**src/logic/spwm_pkg.sv**
```systemverilog
/*
 Constants and carrier types shared by the PWM start, mode and
 output-enable control block. Assumes a 25 MHz timer operation clock and a
 classic Wishbone register port with 8-bit registers in the low byte lane.
*/
package spwm_pkg;
   localparam int ADDR_W = 12;
   localparam int IDX_W = 10;

   // Register indices; byte address is four times the index
   localparam logic [IDX_W-1:0] IDX_START = 10'h130;
   localparam logic [IDX_W-1:0] IDX_MODE = 10'h138;
   localparam logic [IDX_W-1:0] IDX_OUT_DIS = 10'h13b;
   localparam logic [IDX_W-1:0] IDX_CUTOFF = 10'h13c;
   localparam logic [IDX_W-1:0] IDX_FUNC = 10'h140;
   localparam logic [IDX_W-1:0] IDX_PIN_MODE = 10'h141;

   // Count start register fields
   localparam int START_CH0 = 0;
   localparam int START_CH1 = 1;
   localparam int STOP_SEL_CH0 = 2;
   localparam int STOP_SEL_CH1 = 3;
   // Mode register fields
   localparam int MODE_SYNC = 0;
   localparam int MODE_BUF_C0 = 4;
   localparam logic [7:0] MODE_RSV_MASK = 8'h0e;
   // Function control fields
   localparam int FUNC_CMD_LO = 0;
   localparam int FUNC_DUAL = 2;
   localparam logic [1:0] CMD_SINGLE = 2'h0;
   localparam logic [1:0] CMD_RSYNC = 2'h1;
   // Forced cutoff fields
   localparam int CUT_EN = 7;
   localparam logic [7:0] CUT_RSV_MASK = 8'h7f;

   localparam logic [7:0] MODE_RST = 8'h00;
   localparam logic [7:0] OUT_DIS_RST = 8'hff;
   localparam logic [7:0] FUNC_RST = 8'h00;
   localparam logic [7:0] PIN_MODE_RST = 8'h00;
   localparam logic [7:0] ALL_DISABLED = 8'hff;

   typedef enum logic [1:0] {
      SPWM_MODE_SINGLE,
      SPWM_MODE_DUAL,
      SPWM_MODE_RSYNC,
      SPWM_MODE_COMPL
   } spwm_mode_e;

   typedef struct packed {
      logic wr;
      logic ok;
      logic [IDX_W-1:0] idx;
      logic [7:0] wdata;
   } spwm_req_s;
endpackage

```
**src/logic/spwm_wb_slave.sv**
```systemverilog
/*
 Classic Wishbone slave front end: answers every access with a one-cycle
 ack one cycle after the strobe, registers read data, and hands writes to
 the register file on the edge where the master samples ack.
 Assumes the master holds its request until it sees ack.
*/
`timescale 1ns/1ps
module spwm_wb_slave import spwm_pkg::*; (
   input wire logic clk_i,
   input wire logic rst_i,
   input wire logic cyc_i,
   input wire logic stb_i,
   input wire logic we_i,
   input wire logic [ADDR_W-1:0] adr_i,
   input wire logic [3:0] sel_i,
   input wire logic [31:0] dat_i,
   input wire logic [7:0] rdata_i,
   output logic [31:0] dat_o,
   output logic ack_o,
   output spwm_req_s req_o
);
   logic active;

   assign active = cyc_i & stb_i;
   assign req_o.wr = active & we_i & ack_o & sel_i[0];
   assign req_o.ok = (adr_i[1:0] == 2'h0);
   assign req_o.idx = adr_i[ADDR_W-1:2];
   assign req_o.wdata = dat_i[7:0];

   always_ff @(posedge clk_i) begin
      if (rst_i) begin
         ack_o <= 1'b0;
      end else begin
         ack_o <= active & ~ack_o;
      end
   end

   always_ff @(posedge clk_i) begin
      if (rst_i) begin
         dat_o <= 32'h0;
      end else if (active & ~ack_o) begin
         dat_o <= {24'h0, rdata_i};
      end
   end
endmodule

```
**src/logic/spwm_start_ctl.sv**
```systemverilog
/*
 One channel's count start bit with its stop select bit. A compare match
 on the A register stops the channel when stop select is 0.
 Assumes the compare match input is a one-cycle pulse on the timer clock.
*/
`timescale 1ns/1ps
module spwm_start_ctl (
   input wire logic clk_i,
   input wire logic rst_i,
   input wire logic wr_i,
   input wire logic start_wdata_i,
   input wire logic stop_sel_wdata_i,
   input wire logic compare_a_i,
   output logic count_start_o,
   output logic stop_select_o
);
   always_ff @(posedge clk_i) begin
      if (rst_i) begin
         stop_select_o <= 1'b0;
      end else if (wr_i) begin
         stop_select_o <= stop_sel_wdata_i;
      end
   end

   always_ff @(posedge clk_i) begin
      if (rst_i) begin
         count_start_o <= 1'b0;
      end else if (wr_i) begin
         count_start_o <= start_wdata_i;
      end else if (compare_a_i && !stop_select_o) begin
         count_start_o <= 1'b0;
      end
   end
endmodule

```
**src/logic/spwm_ctrl.sv**
```systemverilog
/*
 Start, mode and output-enable control of a two-channel 16-bit timer used
 in reset synchronous PWM mode, with the forced pulse cutoff.
 Assumes synchronous inputs on the timer clock, a classic Wishbone master
 and compare match pulses from the channel counters outside this block.
*/
// Our own choice: the Wishbone interface to the registers.
`timescale 1ns/1ps
module spwm_ctrl import spwm_pkg::*; (
   input wire logic clk_i,
   input wire logic rst_i,
   input wire logic wb_cyc_i,
   input wire logic wb_stb_i,
   input wire logic wb_we_i,
   input wire logic [ADDR_W-1:0] wb_adr_i,
   input wire logic [3:0] wb_sel_i,
   input wire logic [31:0] wb_dat_i,
   output logic [31:0] wb_dat_o,
   output logic wb_ack_o,
   input wire logic ch0_compare_a_i,
   input wire logic ch1_compare_a_i,
   input wire logic ext_interrupt0_pin_n_i,
   input wire logic [7:0] waveform_i,
   input wire logic [7:0] port_data_i,
   output logic ch0_count_start_o,
   output logic ch1_count_start_o,
   output logic sync_o,
   output logic ch0_c_buffer_select_o,
   output spwm_mode_e mode_o,
   output logic fixed_period_dual_o,
   output logic [7:0] pin_pwm_mode_o,
   output logic [7:0] pin_drive_en_o,
   output logic [7:0] pin_o,
   output logic cutoff_active_o
);
   spwm_req_s req;
   logic [7:0] rdata;
   logic [7:0] mode_reg;
   logic [7:0] func_reg;
   logic [7:0] pin_mode_reg;
   logic [7:0] out_dis;
   logic [7:0] next_out_dis;
   logic forced_cutoff_enable;
   logic cutoff_hit;
   logic ch0_stop_select;
   logic ch1_stop_select;
   logic wr_start;
   logic wr_mode;
   logic wr_func;
   logic wr_pin_mode;
   logic wr_out_dis;
   logic wr_cutoff;
   logic combined;
   logic [1:0] combination_mode_field;
   logic rd_cycle;

   spwm_wb_slave u_bus (
      .clk_i(clk_i),
      .rst_i(rst_i),
      .cyc_i(wb_cyc_i),
      .stb_i(wb_stb_i),
      .we_i(wb_we_i),
      .adr_i(wb_adr_i),
      .sel_i(wb_sel_i),
      .dat_i(wb_dat_i),
      .rdata_i(rdata),
      .dat_o(wb_dat_o),
      .ack_o(wb_ack_o),
      .req_o(req)
   );

   assign wr_start = req.wr & req.ok & (req.idx == IDX_START);
   assign wr_mode = req.wr & req.ok & (req.idx == IDX_MODE);
   assign wr_func = req.wr & req.ok & (req.idx == IDX_FUNC);
   assign wr_pin_mode = req.wr & req.ok & (req.idx == IDX_PIN_MODE);
   assign wr_out_dis = req.wr & req.ok & (req.idx == IDX_OUT_DIS);
   assign wr_cutoff = req.wr & req.ok & (req.idx == IDX_CUTOFF);
   assign rd_cycle = wb_cyc_i & wb_stb_i & ~wb_ack_o;

   spwm_start_ctl u_ch0 (
      .clk_i(clk_i),
      .rst_i(rst_i),
      .wr_i(wr_start),
      .start_wdata_i(req.wdata[START_CH0]),
      .stop_sel_wdata_i(req.wdata[STOP_SEL_CH0]),
      .compare_a_i(ch0_compare_a_i),
      .count_start_o(ch0_count_start_o),
      .stop_select_o(ch0_stop_select)
   );

   spwm_start_ctl u_ch1 (
      .clk_i(clk_i),
      .rst_i(rst_i),
      .wr_i(wr_start),
      .start_wdata_i(req.wdata[START_CH1]),
      .stop_sel_wdata_i(req.wdata[STOP_SEL_CH1]),
      .compare_a_i(ch1_compare_a_i),
      .count_start_o(ch1_count_start_o),
      .stop_select_o(ch1_stop_select)
   );

   always_ff @(posedge clk_i) begin
      if (rst_i) begin
         mode_reg <= MODE_RST;
      end else if (wr_mode) begin
         mode_reg <= req.wdata & ~MODE_RSV_MASK;
      end
   end

   always_ff @(posedge clk_i) begin
      if (rst_i) begin
         func_reg <= FUNC_RST;
      end else if (wr_func) begin
         func_reg <= {5'h0, req.wdata[2:0]};
      end
   end

   always_ff @(posedge clk_i) begin
      if (rst_i) begin
         pin_mode_reg <= PIN_MODE_RST;
      end else if (wr_pin_mode) begin
         pin_mode_reg <= req.wdata;
      end
   end

   always_ff @(posedge clk_i) begin
      if (rst_i) begin
         forced_cutoff_enable <= 1'b0;
      end else if (wr_cutoff) begin
         forced_cutoff_enable <= req.wdata[CUT_EN];
      end
   end

   // low pin with enable cuts off
   assign cutoff_hit = forced_cutoff_enable & ~ext_interrupt0_pin_n_i;

   always_comb begin
      next_out_dis = out_dis;
      if (cutoff_hit) begin
         next_out_dis = ALL_DISABLED;
      end else if (wr_out_dis) begin
         next_out_dis = req.wdata;
      end
   end

   always_ff @(posedge clk_i) begin
      if (rst_i) begin
         out_dis <= OUT_DIS_RST;
      end else begin
         out_dis <= next_out_dis;
      end
   end

   always_ff @(posedge clk_i) begin
      if (rst_i) begin
         pin_drive_en_o <= 8'h00;
         pin_o <= 8'h00;
      end else begin
         pin_drive_en_o <= ~next_out_dis;
         for (int i = 0; i < 8; i++) begin
            pin_o[i] <= next_out_dis[i] ? port_data_i[i] : waveform_i[i];
         end
      end
   end

   always_ff @(posedge clk_i) begin
      if (rst_i) begin
         cutoff_active_o <= 1'b0;
      end else begin
         cutoff_active_o <= cutoff_hit;
      end
   end

   assign combination_mode_field = func_reg[FUNC_CMD_LO +: 2];
   assign combined = (combination_mode_field != CMD_SINGLE);

   always_ff @(posedge clk_i) begin
      if (rst_i) begin
         mode_o <= SPWM_MODE_SINGLE;
         fixed_period_dual_o <= 1'b0;
         pin_pwm_mode_o <= 8'h00;
      end else begin
         if (!combined) begin
            mode_o <= func_reg[FUNC_DUAL] ? SPWM_MODE_DUAL : SPWM_MODE_SINGLE;
         end else if (combination_mode_field == CMD_RSYNC) begin
            mode_o <= SPWM_MODE_RSYNC;
         end else begin
            mode_o <= SPWM_MODE_COMPL;
         end
         fixed_period_dual_o <= !combined && func_reg[FUNC_DUAL];
         pin_pwm_mode_o <= combined ? 8'h00 : pin_mode_reg;
      end
   end

   always_ff @(posedge clk_i) begin
      if (rst_i) begin
         ch0_c_buffer_select_o <= 1'b0;
         sync_o <= 1'b0;
      end else begin
         ch0_c_buffer_select_o <= combined && mode_reg[MODE_BUF_C0];
         sync_o <= mode_reg[MODE_SYNC];
      end
   end

   always_comb begin
      rdata = 8'h00;
      if (req.ok) begin
         unique case (req.idx)
            IDX_START: begin
               rdata = {4'h0, ch1_stop_select, ch0_stop_select,
                        ch1_count_start_o, ch0_count_start_o};
            end
            IDX_MODE: begin
               rdata = mode_reg | MODE_RSV_MASK;
            end
            IDX_FUNC: begin
               rdata = func_reg;
            end
            IDX_PIN_MODE: begin
               rdata = pin_mode_reg;
            end
            IDX_OUT_DIS: begin
               rdata = out_dis;
            end
            IDX_CUTOFF: begin
               rdata = {forced_cutoff_enable, CUT_RSV_MASK[6:0]};
            end
            default: begin
               rdata = 8'h00;
            end
         endcase
      end
   end
endmodule

```
**config.mk**
```make
export PLATFORM = sky130hd
export DESIGN_NAME = spwm_ctrl
export DESIGN_NICKNAME = d
export VERILOG_FILES = /design/src/logic/spwm_pkg.sv /design/src/logic/spwm_wb_slave.sv /design/src/logic/spwm_start_ctl.sv /design/src/logic/spwm_ctrl.sv
export SDC_FILE = /design/constraint.sdc
export NUM_CORES = 1
export LEC_CHECK = 0
export ABC_CLOCK_PERIOD_IN_PS = 2300
export BUFFER_PORTS_ARGS = -buffer_cell sky130_fd_sc_hd__buf_2
export CELL_PAD_IN_SITES_DETAIL_PLACEMENT = 1
export CELL_PAD_IN_SITES_GLOBAL_PLACEMENT = 2
export CORE_UTILIZATION = 24
export CTS_CLUSTER_SIZE = 28
export DETAILED_ROUTE_END_ITERATION = 8
export PLACE_DENSITY = 0.8
export SYNTH_ARGS = -nofsm -noshare
export SYNTH_HDL_FRONTEND = slang
export SYNTH_SLANG_ARGS = --single-unit
```
**constraint.sdc**
```tcl
create_clock -name clk_i -period 2.3 [get_ports clk_i]
set_input_delay 0.69 -clock clk_i [delete_from_list [all_inputs] [get_ports clk_i]]
set_output_delay 0.69 -clock clk_i [all_outputs]
set_load 0.01 [all_outputs]
```
Word level (Yosys, flattened, before mapping)
Index checks and enable logic that the tools add are counted.
{ "word_totals": {"elab_cells": 73, "out_inout_bits": 65, "reg_bits": 68, "in_bits": 72} }
{ "op_classes": {"eq_ne": 7, "reduce_logical": 12, "bitwise_logic": 16, "mux": 19} }
{ "ops": {"columns": ["op", "n"], "rows": [
  ["== test 10 x 9 -> 1 bit, second input constant", 6],
  ["case mux 8 bit (6 select lines)", 1],
  ["2-to-1 mux 8 bit", 3],
  ["2-to-1 mux 1 bit", 14],
  ["AND 1 bit", 13],
  ["NOT 8 bit", 1],
  ["nonzero test 2 bit", 3],
  ["logical AND 1 bit", 4],
  ["logical NOT 1 bit", 3],
  ["== test 2 x 1 -> 1 bit, second input constant", 1],
  ["logical NOT 2 bit", 1],
  ["2-to-1 mux 2 bit", 1],
  ["NOT 1 bit", 2],
  ["OR reduction 2 bit", 1]
]} }

Logic depth before layout (Yosys ltp)
{ "depth": {"ltp_word": 9, "mapped_depth": 7, "depth_no_buf": 5} }

Modules after synthesis
A second synthesis with hierarchy kept.
{ "hier_totals": {"cells_unflattened": 379, "area_unflattened_um2": 3468.3} }
{ "modules_own_cells": {"columns": ["mod", "n_inst", "cells_per_inst", "area_each_um2", "seq_area_each_um2"], "rows": [
  ["spwm_ctrl", 1, 279, 2583.7, 1101.1],
  ["spwm_wb_slave", 1, 84, 724.4, 180.2],
  ["spwm_start_ctl", 2, 8, 80.1, 40.0]
]} }

Worst setup path after synthesis
No wires, ideal clock.
{ "synth_timing": {"kind": "in2reg", "start": "input port wb_adr_i[1]", "end": "register pin_o[6]", "path_buffers": 2, "t_required_ns": 2.228, "arrival_ns": 2.322, "path_stages": 6, "path_slack_ns": -0.094, "setup_ns": 0.072, "path_cell_list": "or4_4 -> buf_6 -> nor3_4 -> buf_12 -> mux2i_1 -> mux2i_1"} }
{ "synth_between": {"elab_chain_cells": 6} }
{ "synth_lines": {"columns": ["item", "line", "source"], "rows": [
  ["start: declaration", "spwm_ctrl.sv:15", "input wire logic [ADDR_W-1:0] wb_adr_i,"],
  ["logical NOT 2 bit", "spwm_wb_slave.sv:26", "assign req_o.ok = (adr_i[1:0] == 2'h0);"],
  ["AND 1 bit (2 in a row)", "spwm_ctrl.sv:76", "assign wr_out_dis = req.wr & req.ok & (req.idx == IDX_OUT_DIS);"],
  ["2-to-1 mux 8 bit", "spwm_ctrl.sv:141", "end else if (wr_out_dis) begin"],
  ["2-to-1 mux 8 bit", "spwm_ctrl.sv:139", "if (cutoff_hit) begin"],
  ["2-to-1 mux 1 bit", "spwm_ctrl.sv:161", "pin_o[i] <= next_out_dis[i] ? port_data_i[i] : waveform_i[i];"],
  ["end signal: indexed assignment", "spwm_ctrl.sv:161", null],
  ["end: declaration", "spwm_ctrl.sv:33", "output logic [7:0] pin_o,"]
]} }
No other way between the ends.
A chain may end at the register's enable or synchronous reset.

Worst setup path after layout
{ "layout_timing": {"start": "input port wb_adr_i[1]", "end": "register mode_reg[5]"} }
{ "layout_between": {"elab_chain_cells": 3} }
{ "layout_lines": {"columns": ["item", "line", "source"], "rows": [
  ["logical NOT 2 bit", "spwm_wb_slave.sv:26", null],
  ["AND 1 bit (2 in a row)", "spwm_ctrl.sv:73", "assign wr_mode = req.wr & req.ok & (req.idx == IDX_MODE);"],
  ["end signal: assignment", "spwm_ctrl.sv:106", "mode_reg <= req.wdata & ~MODE_RSV_MASK;"],
  ["end: declaration", "spwm_ctrl.sv:38", "logic [7:0] mode_reg;"]
]} }
No other way between the ends.

==> results.md <==
* Most common cell after layout, fill and taps aside: buf_2
* Crit. path cell count at 5
* Total I/O pin count at 137
* Num CTS Buffers at 9
* Setup Viol. Count Final at 0
* CP startpoint: wb_adr_i[1]
* Status: complete, no violations
* DP Area at 3750 um2
* Slowest stage delay, CP at 0.70 ns
* Die width at 115 um
* Diodes inserted at 0
* Routability Congestion at approximately 0.8
* Gr ovfl total at 0
* DRT iter0 DRCs at 55
* WP buf/inv at 1
* Most frequent cells in the layout: buf_2, dfxtp_1, mux2i_1, nor2_1, nand2_1
* Worst setup path endpoint: mode_reg[5]$_SDFFE_PP0P_
* Static Leak at 0.00190 uW
* FF-to-FF path depth at 5
* Average cell area after synthesis at 9.14 um2
* Final core utilization at 32.1%
* Final hold vios at 0
* Synth Cell Area at 3080 um2
* CP delay by family, top: simple AND/OR/NAND/NOR gates
* Clock Sinks at 68
* CTS Buffer Depth at 2
* Chip height at 115 um
* Area Overhead vs Synth at 31.0%
* Initial cell density of the core at 24.5%
* Reg2reg start: u_bus.ack_o$_SDFF_PP0_
* Yosys warns at 0
* Final routed DRC violation total at 0
* Hold slack at ~0.46 ns
* Hold Crit Class: reg -> reg
* Routed Antenna Nets at 0
* Max Cap Viol at 0
* DRT Pass-1 Iters at 4
* PortBufs at 85
* Cell count after synthesis at roughly 340
* Fill count at approximately 1.5k
* CTS tree: built
* Clk slew on worst S/H paths at ~0.060 ns
* Net count, final at ~510
* Crit Path Category: in -> reg
* Cell breakdown of the critical path: buf_2 -> or4_4 -> or4_1 -> mux2i_1 -> nor2_1
* Postcts setup bufs at 0
* Vias in the first global route at ~2.7k
* DIE AREA at roughly 13,000 um2
* Met2 wire length at 4070 um
* H-tree level count at 3
* Clock skew at 0.00746 ns
* Final Cycle Share at 92.8%
* Root buffer cell: clkbuf_16
* First-pass GRT wire length at ~13,000 um
* PostCTS Resize Cnt at 0
* Arr. time, crit path at ~2.4 ns
* Skew-Pair Late Insertion Delay at 0.33 ns
* Via Count at 2,634
* Internal reg-to-reg setup slack at 0.32 ns
* Dpl hpwl at 6750 um
* Wire per inst at 14.1 um
* Critical Path Fanout Max at 5
* Met3 Wirelength at 479 um
* Worst IR Drop VDD at 0.000301 V
* Crit. End Element: register
* Initial antenna violation count at 0
* Setup TNS at 0 ns
* Seq/Total Area, Yosys at 44.2%
* Ratio of cells with drive above 1 in the final layout at 30.0%
* Pin count of the biggest net entering global routing at 21
* RSZ-0062 raised after global routing: no
* Worst setup SP type: input pin
* Hold_buf cts at 0
* Yosys cell types at 43
* Top routing layer in use: met4
* Tot GR Track Use at 13.6%
* Final Routed Wirelength at 8690 um
* Fin area at 4040 um2
* Pins over their slew limit at 0
* Worst R2R End: mode_reg[5]$_SDFFE_PP0P_
* Critical Path RT at 2.52 ns
* FP Rows at 41
* Slowest-stage cell, CP: or4_1
* Crit path time final at 2.13 ns
* Metal-1 WL at 3930 um
* Core ar. at 12,600 um2
* Seq cells post-synth at 68
* Via density at between 4 and 5
* PD cells at around 670 nW/um2
* Max frequency at 469 MHz
-- metrics by stage --
step                cells  worst slack (ns)  total power, uW
floorplan             360           -0.0773             1330
finish                618             0.167             2710
global route          618             0.128             2840
global placement      603            -0.149             1390
CTS                   618             0.165             2760
detailed placement    603            -0.187             1390
-- layout make-up --
type                    count  area [um2]  area share, %
clock buffers              13         250           6.20
clock inverters             2        35.0          0.868
multi-input cells         246        1520           37.5
flip-flops and latches     68        1360           33.7
well taps                 172         215           5.33
repair buffers            112         641           15.9
inverters                   5        18.8          0.465
-- kinds of logic (layout without fill, tap and decap cells) --
kind of cell	Yosys count	after routing	share of synthesized area [%]
other	1	24	0.122
and+or+nand+nor	141	141	23.1
muxes	47	47	15.3
AOI/OAI and AO/OA	34	34	7.88
buffers and inverters	46	132	9.42
DFF	68	68	44.2
-- worst min path at each step --
stage	startpoint	to	slack, ns	cells past startpoint
after detailed placement	u_bus.dat_o[3]$_SDFFE_PP0P_	u_bus.dat_o[3]$_SDFFE_PP0P_	0.45	2
after global placement	u_bus.dat_o[7]$_SDFFE_PP0P_	u_bus.dat_o[7]$_SDFFE_PP0P_	0.45	2
final	u_bus.dat_o[3]$_SDFFE_PP0P_	u_bus.dat_o[3]$_SDFFE_PP0P_	0.46	2
after CTS	u_bus.dat_o[3]$_SDFFE_PP0P_	u_bus.dat_o[3]$_SDFFE_PP0P_	0.46	2
after floorplan	pin_mode_reg[3]$_SDFFE_PP0P_	pin_pwm_mode_o[3]$_SDFF_PP0_	0.44	1
after global routing	u_bus.dat_o[7]$_SDFFE_PP0P_	u_bus.dat_o[7]$_SDFFE_PP0P_	0.48	2
-- synthesized netlist by cell type, drive strengths merged --
cell     count  area, um2
or3b         1       8.76
inv          5       18.8
a21boi       2       15.0
a211o        2       17.5
a2111oi      1       8.76
nor3         8       62.6
o2bb2ai      1       8.76
a22o         3       26.3
nor4         1       6.26
o22ai        2       12.5
or4b         1       10.0
clkbuf      10       37.5
and3b        2       17.5
nand2       41        154
or4          2       18.8
nor2        46        173
mux2i       46        460
a22oi        2       15.0
nand3        2       10.0
mux2         1       11.3
or2          2       12.5
and4b        1       10.0
and2        22        138
nor3b        2       20.0
nor2b        3       18.8
dfxtp       68       1360
conb         1       3.75
buf         31        234
a21oi        8       40.0
or3          3       20.0
and4         1       8.76
a32o         6       60.1
nand3b       3       22.5
a32oi        1       8.76
o21ai        6       30.0
-- layer usage --
layer	GRT usage [%]	vias to the layer above
li1	-	1304
met1	16.2	1230
met2	22.7	86
met3	3.58	14
met4	6.32	0
met5	0	-
-- worst register-to-register path, cell delays in order (launching register included) --
cell and delay, ns:
dfxtp_1 0.33, nand3_1 0.09, or4_4 0.48, or4_1 0.70, mux2i_1 0.21, nor2_1 0.05
-- power by group --
part | switching (uW) | internal (uW) | total (uW) | leakage [uW]
combinational | 111 | 69.6 | 180 | 0.00121
sequential | 2.23 | 1190 | 1190 | 0.000550
clock | 483 | 861 | 1340 | 0.000140
total | 595 | 2120 | 2710 | 0.00190
(Power assumes the default switching activity.)
